[src/inc/sld_defs.vh]
`ifndef SLD_DEFS_VH
`define SLD_DEFS_VH

// Register indices; byte address is four times the index
`define SLD_IDX_THRESHOLD   20'hf0d0
`define SLD_IDX_ENRESULT    20'hf0d1
`define SLD_IDX_WORDVIEW    20'hf0d2
`define SLD_IDX_IRQ_STATUS  20'hf0d3
`define SLD_IDX_IRQ_MASK    20'hf0d4

// Byte addresses on the register bus
`define SLD_ADDR_THRESHOLD  20'h3c340
`define SLD_ADDR_ENRESULT   20'h3c344
`define SLD_ADDR_WORDVIEW   20'h3c348
`define SLD_ADDR_IRQ_STATUS 20'h3c34c
`define SLD_ADDR_IRQ_MASK   20'h3c350

// Field positions
`define SLD_THR_MSB         3
`define SLD_BIT_DET_ON      0
`define SLD_BIT_LOW_FLAG    1
`define SLD_IRQ_LOW_RISE    0
`define SLD_IRQ_SETTLED     1
`define SLD_BIT_SETTLED     2

// Reset values
`define SLD_RST_THRESHOLD   4'h0
`define SLD_RST_ENRESULT    1'b0
`define SLD_RST_IRQ         2'h0

// Settling interval: 1000 us at 25 MHz
`define SLD_SETTLE_US       1000
`define SLD_CLK_MHZ         25
`define SLD_SETTLE_CYCLES   (`SLD_SETTLE_US * `SLD_CLK_MHZ)

// Bus responses
`define SLD_RESP_OKAY       2'h0
`define SLD_RESP_SLVERR     2'h2

`endif

[src/hdl/sld_sync.v]
`timescale 1ns/100ps
`default_nettype none

module sld_sync #(
    parameter WIDTH = 1
) (
    // Clock and reset
    input  wire             aclk,
    input  wire             aresetn,
    // Asynchronous level in, synchronised level out
    input  wire [WIDTH-1:0] async_in,
    output wire [WIDTH-1:0] sync_out
);

    reg [WIDTH-1:0] meta_ff;
    reg [WIDTH-1:0] sync_ff;

    // First stage feeds only the second; nothing else looks at it
    always @(posedge aclk) begin
        if (!aresetn) begin
            meta_ff <= {WIDTH{1'b0}};
            sync_ff <= {WIDTH{1'b0}};
        end else begin
            meta_ff <= async_in;
            sync_ff <= meta_ff;
        end
    end

    assign sync_out = sync_ff;

endmodule // sld_sync

`default_nettype wire

[src/hdl/sld_settle.v]
`timescale 1ns/100ps
`default_nettype none

module sld_settle #(
    parameter CYCLES = 25000,
    parameter CNT_W  = 16
) (
    // Clock and reset
    input  wire aclk,
    input  wire aresetn,
    // Detector power state
    input  wire enable,
    // Settling state
    output wire settled,
    output wire done_pulse
);

    // Last count held as an integer first, then cut to the counter width on purpose
    localparam integer     LAST_I = CYCLES - 1;
    localparam [CNT_W-1:0] LAST   = LAST_I[CNT_W-1:0];

    reg [CNT_W-1:0] cnt_ff;
    reg             settled_ff;
    reg             done_ff;

    // Count from power-up; any switch-off restarts the interval
    always @(posedge aclk) begin
        if (!aresetn) begin
            cnt_ff     <= {CNT_W{1'b0}};
            settled_ff <= 1'b0;
            done_ff    <= 1'b0;
        end else if (!enable) begin
            cnt_ff     <= {CNT_W{1'b0}};
            settled_ff <= 1'b0;
            done_ff    <= 1'b0;
        end else if (!settled_ff) begin
            cnt_ff     <= cnt_ff + {{(CNT_W-1){1'b0}}, 1'b1};
            settled_ff <= (cnt_ff == LAST);
            done_ff    <= (cnt_ff == LAST);
        end else begin
            done_ff    <= 1'b0;
        end
    end

    assign settled    = settled_ff;
    assign done_pulse = done_ff;

endmodule // sld_settle

`default_nettype wire

[src/hdl/sld_top.v]
// The AXI4-Lite interface to the registers was left to the implementer.
`timescale 1ns/100ps
`default_nettype none
`include "sld_defs.vh"

module sld_top #(
    parameter SETTLE_CYCLES = `SLD_SETTLE_CYCLES,
    parameter CNT_W         = 16
) (
    // Clock and reset
    input  wire        aclk,
    input  wire        aresetn,
    // Write address channel
    input  wire [19:0] s_axi_awaddr,
    input  wire [2:0]  s_axi_awprot,
    input  wire        s_axi_awvalid,
    output wire        s_axi_awready,
    // Write data channel
    input  wire [31:0] s_axi_wdata,
    input  wire [3:0]  s_axi_wstrb,
    input  wire        s_axi_wvalid,
    output wire        s_axi_wready,
    // Write response channel
    output wire [1:0]  s_axi_bresp,
    output wire        s_axi_bvalid,
    input  wire        s_axi_bready,
    // Read address channel
    input  wire [19:0] s_axi_araddr,
    input  wire [2:0]  s_axi_arprot,
    input  wire        s_axi_arvalid,
    output wire        s_axi_arready,
    // Read data channel
    output wire [31:0] s_axi_rdata,
    output wire [1:0]  s_axi_rresp,
    output wire        s_axi_rvalid,
    input  wire        s_axi_rready,
    // Analog comparator and level selector
    input  wire        cmp_supply_low_async,
    output wire [3:0]  trip_voltage_code,
    output wire        detector_pwr_on,
    // Interrupt
    output wire        irq
);

    // Bus channel state
    reg        awready_ff;
    reg        wready_ff;
    reg        aw_held_ff;
    reg        w_held_ff;
    reg [19:0] awaddr_ff;
    reg [31:0] wdata_ff;
    reg [3:0]  wstrb_ff;
    reg        bvalid_ff;
    reg [1:0]  bresp_ff;
    reg        arready_ff;
    reg        rvalid_ff;
    reg [31:0] rdata_ff;
    reg [1:0]  rresp_ff;

    // Detector registers
    reg [3:0]  threshold_code_ff;
    reg        detector_on_ff;
    reg        supply_low_flag_ff;
    reg [1:0]  irq_status_ff;
    reg [1:0]  irq_mask_ff;
    reg        irq_ff;
    reg [1:0]  on_dly_ff;

    // Next values
    reg [3:0]  nxt_threshold_code;
    reg        nxt_detector_on;
    reg        nxt_supply_low_flag;
    reg [1:0]  nxt_irq_status;
    reg [1:0]  nxt_irq_mask;
    reg [1:0]  irq_clear;
    reg [7:0]  thr_merged;

    wire       cmp_sync;
    wire       settled;
    wire       settle_done;
    wire       wr_fire;
    wire       rd_take;
    wire [1:0] irq_events;

    // Byte lanes of one register byte, merged under its strobe
    function [7:0] lane_merge;
        input [7:0] old_val;
        input [7:0] new_val;
        input       strobe;
        begin
            lane_merge = strobe ? new_val : old_val;
        end
    endfunction

    // Read value for a byte address; unmapped reads as zero
    function [31:0] rd_mux;
        input [19:0] addr;
        input [3:0]  thr;
        input        en;
        input        flag;
        input        stl;
        input [1:0]  sts;
        input [1:0]  msk;
        begin
            case (addr)
                `SLD_ADDR_THRESHOLD:  rd_mux = {28'h0000000, thr};
                `SLD_ADDR_ENRESULT:   rd_mux = {29'h00000000, stl, flag, en};
                `SLD_ADDR_WORDVIEW:   rd_mux = {16'h0000, 6'h00, flag, en, 4'h0, thr};
                `SLD_ADDR_IRQ_STATUS: rd_mux = {30'h00000000, sts};
                `SLD_ADDR_IRQ_MASK:   rd_mux = {30'h00000000, msk};
                default:              rd_mux = 32'h00000000;
            endcase
        end
    endfunction

    // Whether a byte address is mapped
    function addr_ok;
        input [19:0] addr;
        begin
            case (addr)
                `SLD_ADDR_THRESHOLD,
                `SLD_ADDR_ENRESULT,
                `SLD_ADDR_WORDVIEW,
                `SLD_ADDR_IRQ_STATUS,
                `SLD_ADDR_IRQ_MASK:   addr_ok = 1'b1;
                default:              addr_ok = 1'b0;
            endcase
        end
    endfunction

    // Comparator output is asynchronous to aclk
    sld_sync #(
        .WIDTH    (1)
    ) u_cmp_sync (
        .aclk     (aclk),
        .aresetn  (aresetn),
        .async_in (cmp_supply_low_async),
        .sync_out (cmp_sync)
    );

    // Settling interval after power-up, reported as status and event
    sld_settle #(
        .CYCLES     (SETTLE_CYCLES),
        .CNT_W      (CNT_W)
    ) u_settle (
        .aclk       (aclk),
        .aresetn    (aresetn),
        .enable     (detector_on_ff),
        .settled    (settled),
        .done_pulse (settle_done)
    );

    assign wr_fire = aw_held_ff & w_held_ff & ~bvalid_ff;
    assign rd_take = s_axi_arvalid & arready_ff;

    // Address and data are taken independently, in either order
    always @(posedge aclk) begin
        if (!aresetn) begin
            awready_ff <= 1'b0;
            wready_ff  <= 1'b0;
            aw_held_ff <= 1'b0;
            w_held_ff  <= 1'b0;
            awaddr_ff  <= 20'h00000;
            wdata_ff   <= 32'h00000000;
            wstrb_ff   <= 4'h0;
            bvalid_ff  <= 1'b0;
            bresp_ff   <= `SLD_RESP_OKAY;
        end else begin
            if (wr_fire) begin
                aw_held_ff <= 1'b0;
            end else if (s_axi_awvalid && awready_ff) begin
                aw_held_ff <= 1'b1;
                awaddr_ff  <= s_axi_awaddr;
                awready_ff <= 1'b0;
            end else if (!aw_held_ff && !bvalid_ff) begin
                awready_ff <= 1'b1;
            end
            if (wr_fire) begin
                w_held_ff <= 1'b0;
            end else if (s_axi_wvalid && wready_ff) begin
                w_held_ff <= 1'b1;
                wdata_ff  <= s_axi_wdata;
                wstrb_ff  <= s_axi_wstrb;
                wready_ff <= 1'b0;
            end else if (!w_held_ff && !bvalid_ff) begin
                wready_ff <= 1'b1;
            end
            // Response only after both halves; unmapped gets an error
            if (wr_fire) begin
                bvalid_ff <= 1'b1;
                bresp_ff  <= addr_ok(awaddr_ff) ? `SLD_RESP_OKAY : `SLD_RESP_SLVERR;
            end else if (bvalid_ff && s_axi_bready) begin
                bvalid_ff <= 1'b0;
            end
        end
    end

    // Read channel: one read at a time, answer one cycle after address
    always @(posedge aclk) begin
        if (!aresetn) begin
            arready_ff <= 1'b0;
            rvalid_ff  <= 1'b0;
            rdata_ff   <= 32'h00000000;
            rresp_ff   <= `SLD_RESP_OKAY;
        end else if (rvalid_ff) begin
            if (s_axi_rready) begin
                rvalid_ff  <= 1'b0;
                arready_ff <= 1'b1;
            end
        end else if (rd_take) begin
            arready_ff <= 1'b0;
            rvalid_ff  <= 1'b1;
            rdata_ff   <= rd_mux(s_axi_araddr, threshold_code_ff, detector_on_ff,
                                 supply_low_flag_ff, settled, irq_status_ff, irq_mask_ff);
            rresp_ff   <= addr_ok(s_axi_araddr) ? `SLD_RESP_OKAY : `SLD_RESP_SLVERR;
        end else begin
            arready_ff <= 1'b1;
        end
    end

    // Register writes; the flag bit has no write path
    always @* begin
        nxt_threshold_code = threshold_code_ff;
        nxt_detector_on    = detector_on_ff;
        nxt_irq_mask       = irq_mask_ff;
        irq_clear          = 2'h0;
        thr_merged         = lane_merge({4'h0, threshold_code_ff}, wdata_ff[7:0], wstrb_ff[0]);
        if (wr_fire) begin
            case (awaddr_ff)
                `SLD_ADDR_THRESHOLD: begin
                    nxt_threshold_code = thr_merged[3:0];
                end
                `SLD_ADDR_ENRESULT: begin
                    if (wstrb_ff[0]) begin
                        nxt_detector_on = wdata_ff[`SLD_BIT_DET_ON];
                    end
                end
                `SLD_ADDR_WORDVIEW: begin
                    nxt_threshold_code = thr_merged[3:0];
                    if (wstrb_ff[1]) begin
                        nxt_detector_on = wdata_ff[8 + `SLD_BIT_DET_ON];
                    end
                end
                `SLD_ADDR_IRQ_STATUS: begin
                    if (wstrb_ff[0]) begin
                        irq_clear = wdata_ff[1:0];
                    end
                end
                `SLD_ADDR_IRQ_MASK: begin
                    if (wstrb_ff[0]) begin
                        nxt_irq_mask = wdata_ff[1:0];
                    end
                end
                default: begin
                    nxt_irq_mask = irq_mask_ff;
                end
            endcase
        end
    end

    // Flag follows the comparator while powered, holds when off; the two samples
    // in the synchroniser right after power-up are from the unpowered side, so skip them
    always @* begin
        nxt_supply_low_flag = supply_low_flag_ff;
        if (detector_on_ff && on_dly_ff == 2'h3) begin
            nxt_supply_low_flag = cmp_sync;
        end
    end

    // Events: supply dropped below threshold, settling interval elapsed
    assign irq_events[`SLD_IRQ_LOW_RISE] = nxt_supply_low_flag & ~supply_low_flag_ff;
    assign irq_events[`SLD_IRQ_SETTLED]  = settle_done;

    // A new event beats a clear in the same cycle
    always @* begin
        nxt_irq_status = (irq_status_ff & ~irq_clear) | irq_events;
    end

    // State registers
    always @(posedge aclk) begin
        if (!aresetn) begin
            threshold_code_ff  <= `SLD_RST_THRESHOLD;
            detector_on_ff     <= `SLD_RST_ENRESULT;
            supply_low_flag_ff <= `SLD_RST_ENRESULT;
            irq_status_ff      <= `SLD_RST_IRQ;
            irq_mask_ff        <= `SLD_RST_IRQ;
            irq_ff             <= 1'b0;
            on_dly_ff          <= 2'h0;
        end else begin
            on_dly_ff          <= {on_dly_ff[0], detector_on_ff};
            threshold_code_ff  <= nxt_threshold_code;
            detector_on_ff     <= nxt_detector_on;
            supply_low_flag_ff <= nxt_supply_low_flag;
            irq_status_ff      <= nxt_irq_status;
            irq_mask_ff        <= nxt_irq_mask;
            irq_ff             <= |(nxt_irq_status & nxt_irq_mask);
        end
    end

    // Bus outputs, all registered
    assign s_axi_awready = awready_ff;
    assign s_axi_wready  = wready_ff;
    assign s_axi_bvalid  = bvalid_ff;
    assign s_axi_bresp   = bresp_ff;
    assign s_axi_arready = arready_ff;
    assign s_axi_rvalid  = rvalid_ff;
    assign s_axi_rdata   = rdata_ff;
    assign s_axi_rresp   = rresp_ff;

    // Code is passed as written; changing it while on is not guarded here
    assign trip_voltage_code = threshold_code_ff;
    // Power is cut whenever the enable bit is low
    assign detector_pwr_on   = detector_on_ff;
    assign irq               = irq_ff;

endmodule // sld_top

`default_nettype wire

[config.mk]
export PLATFORM = sky130hd
export DESIGN_NAME = sld_top
export DESIGN_NICKNAME = d
export VERILOG_FILES = /design/src/hdl/sld_sync.v /design/src/hdl/sld_settle.v /design/src/hdl/sld_top.v
export VERILOG_INCLUDE_DIRS = /design/src /design/src/inc
export SDC_FILE = /design/constraint.sdc
export NUM_CORES = 1
export LEC_CHECK = 0
export BUFFER_PORTS_ARGS = -buffer_cell sky130_fd_sc_hd__buf_4
export CORE_MARGIN = 2
export CORE_UTILIZATION = 40
export CTS_CLUSTER_SIZE = 12
export DETAILED_ROUTE_END_ITERATION = 7
export PLACE_DENSITY = 0.77
export SYNTH_ARGS = -nofsm -noshare
export SYNTH_HDL_FRONTEND = slang
export SYNTH_SLANG_ARGS = --single-unit
[constraint.sdc]
create_clock -name aclk -period 3.2 [get_ports aclk]
set_input_delay 0.32 -clock aclk [delete_from_list [all_inputs] [get_ports aclk]]
set_output_delay 0.32 -clock aclk [all_outputs]
set_load 0.02 [all_outputs]
==> impl_metrics.py, run 1 <==
metrics = {
    "synthesis": {
        "syn_inst": 376,
        "mappedNetlistArea_um2": 3350,
        "ys_seq_area_frac": 0.448,
        "synth_area_leaders": "dfxtp_1 (45%), nand2_1 (6.6%), buf_4 (6.3%), a21boi_0 (5.1%), mux2i_1 (4.8%)",
        "ys.flop_type": "dfxtp_1",
        "netlist-cell-type-count": 49,
        "async_flop_share": 0,
        "ys_warn_count": 0,
        "syn_area_per_cell_um2": 8.92,
        "yosysTopAreaCellShare": 0.448,
        "ys_ff_latch": 75,
        "synth_edf_count": 0,
        "yosysTopAreaCell": "dfxtp_1",
    },
    "flow_run": {
        "drv_cap": 0,
    },
    "die": {
        "rows": 33,
        "die_w_um": 95.6,
        "dieArea_um2": 9130,
        "core_area_um2": 8180,
        "start_util": 0.410,
        "die-height_um": 95.6,
        "boundaryPins": 137,
    },
    "routing": {
        "dr.pass1.iters": 4,
        "num_vias": 2666,
        "ant_nets": 0,
        "drt_iter0_drc": 111,
        "drc_errors": 0,
        "routed_via_density": 4.81,
        "wl_per_cell_um": 12.6,
        "totalWireLength_mm": 6.96,
    },
    "placement": {
        "post_dp_cell_area_um2": 3880,
        "place_congestion": 0.788,
        "dp_hpwl_mm": 4.99,
        "numPortBuffers": 73,
    },
    "setup_path": {
        "slowest_stage": "nor3_1",
        "reg2reg_slack_ns": 1.30,
        "cp_cell_sequence": "nor4bb_1 > nand4_1 > nor3_1 > mux2i_1 > o32ai_1",
        "path_class": "reg2reg",
        "path_max_fanout": 4,
        "end_kind": "register",
        "critical-path-top-delay-family": "simple AND/OR/NAND/NOR gates",
        "cp.arrival_ns": 2.11,
        "crit_required_ns": 3.41,
        "start_kind": "register",
        "critPathBufInv": 0,
        "cp_slowest_stage_delay_ns": 0.42,
    },
    "power": {
        "power_density_nw_per_um2": 473,
        "cellLeakagePower_nw": 1.58,
        "ir_drop_mv": 0.248,
    },
    "timing": {
        "setup_viol": 0,
        "worstMarginPinSlew_ns": 0.721,
        "slew_headroom": 0.518,
        "fin_worst_skew_ns": 0.00824,
        "final_max_slew_viol_count": 0,
        "fin_crit_sh": 0.593,
        "period_needed_ns": 1.90,
        "timing.setup.tns_ns": 0,
        "clock.fmax_mhz": 527,
        "finalHoldViolations": 0,
        "rsz0062_at_grt": "false",
    },
    "cells_and_area": {
        "multi_input_area_um2": 1660,
        "final_area_um2": 4080,
        "fillers": 777,
        "final_cell_mix": "dfxtp_1 (75), buf_4 (75), nand2_1 (59)",
        "regArea_um2": 1500,
        "nets": 536,
        "num_antenna_cells": 0,
        "areaGrowthSynthToFinish_pct": 21.8,
        "drive_gt1_frac": 0.214,
    },
    "clock_network": {
        "cts_max_level": 3,
        "cts_tree": "yes",
        "post_cts_buffers": 0,
        "numCtsBuffers": 9,
        "clkLatencyLatePin_ns": 0.34,
        "cts_hold_buffers": 0,
        "cts_root_buffer": "clkbuf_8",
        "post_cts_resized": 0,
        "clk_pin_slew_ns": 0.07,
        "clock_sinks": 75,
        "clk_path_buf_depth": 2,
    },
    "global_routing": {
        "antenna_found_initial": 0,
        "grt_first_pass_wirelength_mm": 11.1,
        "grt_overflow": 0,
        "grt_max_degree": 61,
        "grt_pass1_vias": 2422,
        "grt_util_all_layers": 0.157,
    },
    "min_path": {
        "hold_path.class": "in2reg",
    },
    "outcome": {
        "status": "finished clean",
    },
}
[worst paths after layout]
| path | cells after the start | from | to |
|---|---|---|---|
| setup reg to reg | 5 | awaddr_ff[9] | irq |
| hold reg to reg | 1 | u_cmp_sync.meta_ff | u_cmp_sync.sync_out |
| hold / removal | 2 | cmp_supply_low_async | u_cmp_sync.meta_ff |
| setup / recovery | 5 | awaddr_ff[9] | irq |
[flip-flops by register name (all words and copies together) (netlist names), 2 cells and up]
register	cells
awaddr_ff	20
irq_mask_ff	2
irq_status_ff	2
on_dly_ff	2
s_axi_rdata	6
trip_voltage_code	4
u_settle.cnt_ff	16
wdata_ff	5
wstrb_ff	2
[metrics by stage]
| stage | hold slack, ns | instances | utilization | power (mW) | worst slack, ns |
|---|---|---|---|---|---|
| 2_1_floorplan | 0.412 | 403 | - | 1.13 | 1.47 |
| 3_3_place_gp | 0.419 | 539 | 0.474 | 1.18 | 1.31 |
| 3_5_place_dp | 0.430 | 539 | 0.474 | 1.18 | 1.30 |
| 4_1_cts | 0.171 | 554 | 0.499 | 1.95 | 1.27 |
| 5_1_grt | 0.167 | 554 | 0.499 | 2.02 | 1.10 |
| 6_report | 0.187 | 554 | 0.499 | 1.93 | 1.30 |
[where the power goes]
part           switching (mW)  internal [mW]  leakage (nW)
combinational          0.0962         0.0834         0.865
clock                   0.338          0.434         0.106
sequential             0.0186          0.959         0.609
total                   0.453           1.48          1.58
[kinds of logic after synthesis]
family	count (synthesis)	synth area share
AO/OA/AOI/OAI	58	0.118
XOR/XNOR	12	0.0313
flip-flops	75	0.448
buffers and inverters	50	0.0881
AND/OR/NAND/NOR	162	0.259
multiplexers	17	0.0511
adder cells (fa/ha/maj)	1	0.00373
other	1	0.00112
[final cells by class]
| cell class | instances | share of cell area |
|---|---|---|
| clock inverters | 5 | 0.0193 |
| clock buffers | 10 | 0.0313 |
| well taps | 105 | 0.0322 |
| inverters | 6 | 0.00552 |
| multi-input cells | 278 | 0.406 |
| flip-flops and latches | 75 | 0.368 |
| repair buffers | 75 | 0.138 |
[routing by layer]
| metal | track usage | vias up | wire length [um] |
|---|---|---|---|
| li1 | - | 1369 | - |
| met1 | 0.182 | 1209 | 3070 |
| met2 | 0.265 | 86 | 3290 |
| met3 | 0.0617 | 2 | 555 |
| met4 | 0.0464 | 0 | 44 |
| met5 | 0 | - | 0 |
[cell usage after synthesis (3+ instances only)]
master / n
a32oi_1: 3
nand3b_1: 3
nor2b_1: 19
or3_1: 3
a21oi_1: 8
a21boi_0: 23
nand4_1: 6
buf_4: 28
nor4_1: 3
and2_1: 4
nor4bb_1: 4
xor2_1: 8
a22oi_1: 3
and3_1: 3
inv_1: 6
mux2i_1: 16
nand3_1: 8
nor3_1: 5
dfxtp_1: 75
clkbuf_1: 14
nand2b_1: 5
nand2_1: 59
nand4b_1: 3
xnor2_1: 4
o21ai_0: 13
nor2_1: 23
Note: power is estimated with default switching activity, not from simulation.
==> run 2, diff against run 1 <==
--- a/config.mk
+++ b/config.mk
@@ -6,6 +6,7 @@
 export SDC_FILE = /design/constraint.sdc
 export NUM_CORES = 1
 export LEC_CHECK = 0
+export ABC_AREA = 1
 export BUFFER_PORTS_ARGS = -buffer_cell sky130_fd_sc_hd__buf_4
 export CORE_MARGIN = 2
 export CORE_UTILIZATION = 40
==> constraint.sdc (replaced) <==
create_clock -name aclk -period 1.78 [get_ports aclk]
set_input_delay 0.178 -clock aclk [delete_from_list [all_inputs] [get_ports aclk]]
set_output_delay 0.178 -clock aclk [all_outputs]
set_load 0.02 [all_outputs]
==> run 2 against run 1 <==
Against the previous run: sequential power rose by 82%; synthesized cell count rose by 32%; count of clock-buffer cells in the layout rose by 1; die area rose by 4.9%; total power rose by 92%; wire length rose by 8.8%; worst setup slack got worse by 1.1 ns; via count rose by 23%; sequential share of layout area fell by 2.2 points; critical path depth rose by 4; worst hold slack got worse by 0.16 ns; critical endpoint is now u_settle.cnt_ff[14].
==> impl_metrics.py, run 2 <==
metrics = {
    "setup_path": {
        "end_kind": "register",
        "cp_cell_sequence": "ha_1 > and3_4 > nand3_2 > nor2_4 > nand2_2 > nor2_2 > nand2_1 > o21ai_1 > nor2_1",
        "path_class": "reg2reg",
        "cp_slowest_stage_delay_ns": 0.37,
        "path_max_fanout": 3,
        "reg2reg_slack_ns": 0.21,
        "crit_required_ns": 2.01,
        "critical-path-top-delay-family": "simple AND/OR/NAND/NOR gates",
        "start_kind": "register",
        "slowest_stage": "dfxtp_1",
        "reg2reg_from": "u_settle.cnt_ff[0]",
        "critPathBufInv": 0,
        "cp.arrival_ns": 1.80,
        "r2r_end": "u_settle.cnt_ff[14]",
        "r2r_cells": 9,
    },
    "cells_and_area": {
        "largest_register": "awaddr_ff",
        "utilization": 0.503,
        "areaGrowthSynthToFinish_pct": 23.1,
        "drive_gt1_frac": 0.204,
        "final_common_cell": "nor2_1",
        "largest_register_ffs": 20,
        "nets": 666,
        "num_antenna_cells": 0,
        "final_cell_mix": "nor2_1 (88), buf_4 (79), dfxtp_1 (75)",
    },
    "min_path": {
        "hold_depth": 3,
        "hold_path_end": "u_cmp_sync.meta_ff",
        "min_from": "cmp_supply_low_async",
        "hold_path.class": "in2reg",
    },
    "synthesis": {
        "yosysTopAreaCellShare": 0.426,
        "netlist-cell-type-count": 32,
        "async_flop_share": 0,
        "syn_area_per_cell_um2": 7.09,
        "ys_ff_latch": 75,
        "ys_seq_area_frac": 0.426,
        "ys.flop_type": "dfxtp_1",
        "synth_edf_count": 0,
        "ys_warn_count": 0,
        "syn_inst": 497,
        "mappedNetlistArea_um2": 3520,
        "netlist_top_cells_count": "nor2_1 (88), dfxtp_1 (75), nand2_1 (72)",
        "yosysMostFrequentCell": "nor2_1",
        "yosysTopAreaCell": "dfxtp_1",
        "synth_area_leaders": "dfxtp_1 (43%), nor2_1 (9.4%), nand2_1 (7.7%), buf_4 (6.2%), inv_1 (6.2%)",
    },
    "placement": {
        "place_congestion": 0.891,
        "dp_hpwl_mm": 5.57,
        "numPortBuffers": 73,
    },
    "die": {
        "core_area_um2": 8640,
        "start_util": 0.408,
        "boundaryPins": 137,
        "die-height_um": 97.9,
        "die_w_um": 97.9,
        "rows": 34,
        "dieArea_um2": 9580,
    },
    "routing": {
        "totalWireLength_mm": 7.57,
        "drt_iter0_drc": 146,
        "num_vias": 3276,
        "wl_per_cell_um": 11.0,
        "drc_errors": 0,
        "ant_nets": 0,
        "routed_via_density": 4.77,
        "dr.pass1.iters": 5,
    },
    "clock_network": {
        "clk_path_buf_depth": 2,
        "cts_tree": "yes",
        "post_cts_resized": 0,
        "cts_max_level": 3,
        "cts_hold_buffers": 0,
        "numCtsBuffers": 9,
        "clock_sinks": 75,
        "cts_root_buffer": "clkbuf_8",
        "clk_pin_slew_ns": 0.08,
        "clkLatencyLatePin_ns": 0.34,
        "post_cts_buffers": 0,
    },
    "global_routing": {
        "grt_overflow": 0,
        "grt_max_degree": 26,
        "grt_first_pass_wirelength_mm": 12.6,
        "antenna_found_initial": 0,
        "grt_pass1_vias": 3024,
        "grt_util_all_layers": 0.157,
    },
    "power": {
        "intPower_mw": 2.86,
        "cellLeakagePower_nw": 1.94,
        "ir_drop_mv": 0.557,
        "p_comb_frac": 0.100,
        "seq_power_share": 0.479,
        "p_clk_frac": 0.421,
        "power_density_nw_per_um2": 854,
        "power_switching_share": 0.229,
        "switching_power_mw": 0.851,
    },
    "timing": {
        "setup_viol": 0,
        "fin_crit_sh": 0.882,
        "slew_headroom": 0.654,
        "worstMarginPinSlew_ns": 0.518,
        "final_max_slew_viol_count": 0,
        "rsz0062_at_grt": "false",
        "clock.fmax_mhz": 637,
        "period_needed_ns": 1.57,
        "finalHoldViolations": 0,
        "fin_worst_skew_ns": 0.0115,
        "timing.setup.tns_ns": 0,
    },
    "flow_run": {
        "drv_cap": 0,
    },
    "outcome": {
        "status": "finished clean",
    },
}
[run 2: logic make-up after synthesis]
| logic type | share of synthesized area |
|---|---|
| compound gates | 0.119 |
| buf+inv | 0.143 |
| simple gates | 0.306 |
| flops | 0.426 |
| xor+xnor | 0.00249 |
| fa+ha+maj | 0.00355 |
| other cells | 0.00106 |
[run 2: worst max path at each step]
stage	from	endpoint	slack, ns	cells after the start
4_1_cts	s_axi_bvalid	awaddr_ff[3]	0.16	7
3_5_place_dp	s_axi_bvalid	awaddr_ff[7]	0.19	7
6_report	u_settle.cnt_ff[0]	u_settle.cnt_ff[14]	0.21	9
2_1_floorplan	u_settle.cnt_ff[0]	u_settle.cnt_ff[14]	0.39	9
5_1_grt	s_axi_bvalid	awaddr_ff[4]	0.02	7
3_3_place_gp	s_axi_bvalid	awaddr_ff[3]	0.24	7
[run 2: through the flow]
step / total power, mW / std cells / instance area (um^2) / hold WS (ns) / worst slack (ns)
floorplan: 2.07 / 524 / 3630 / 0.276 / 0.394
global placement: 2.17 / 671 / 4090 / 0.370 / 0.244
detailed placement: 2.18 / 671 / 4090 / 0.371 / 0.186
CTS: 3.74 / 686 / 4330 / 0.0177 / 0.164
global route: 3.86 / 687 / 4340 / 0.0325 / 0.0214
finish: 3.71 / 687 / 4340 / 0.0318 / 0.209
[run 2: power groups by stage]
stage / sequential, mW / combinational, mW / clock, mW
finish: 1.78 / 0.370 / 1.56
detailed placement: 1.81 / 0.364 / 0
global placement: 1.81 / 0.358 / 0
floorplan: 1.82 / 0.249 / 0
CTS: 1.78 / 0.366 / 1.60
global route: 1.78 / 0.414 / 1.66
[run 2: tightest hold or removal path: stages]
cell and delay (ns):
buf_4 0.08, nand2_1 0.04, inv_1 0.04
[run 2: area by class of cell]
cell class / instances / area, um^2
fillers: 857 / 4300
multi-input cells: 346 / 1620
flip-flops and latches: 75 / 1500
repair buffers: 79 / 593
inverters: 63 / 241
clock buffers: 11 / 141
well taps: 108 / 135
clock inverters: 4 / 98.8
repair inverters: 1 / 7.51
[run 2: routing by layer]
| layer | track usage | routed length [um] |
|---|---|---|
| met2 | 0.261 | 3610 |
| met4 | 0.0662 | 134 |
| met3 | 0.0408 | 469 |
| met1 | 0.191 | 3360 |
| met5 | 0 | 0 |
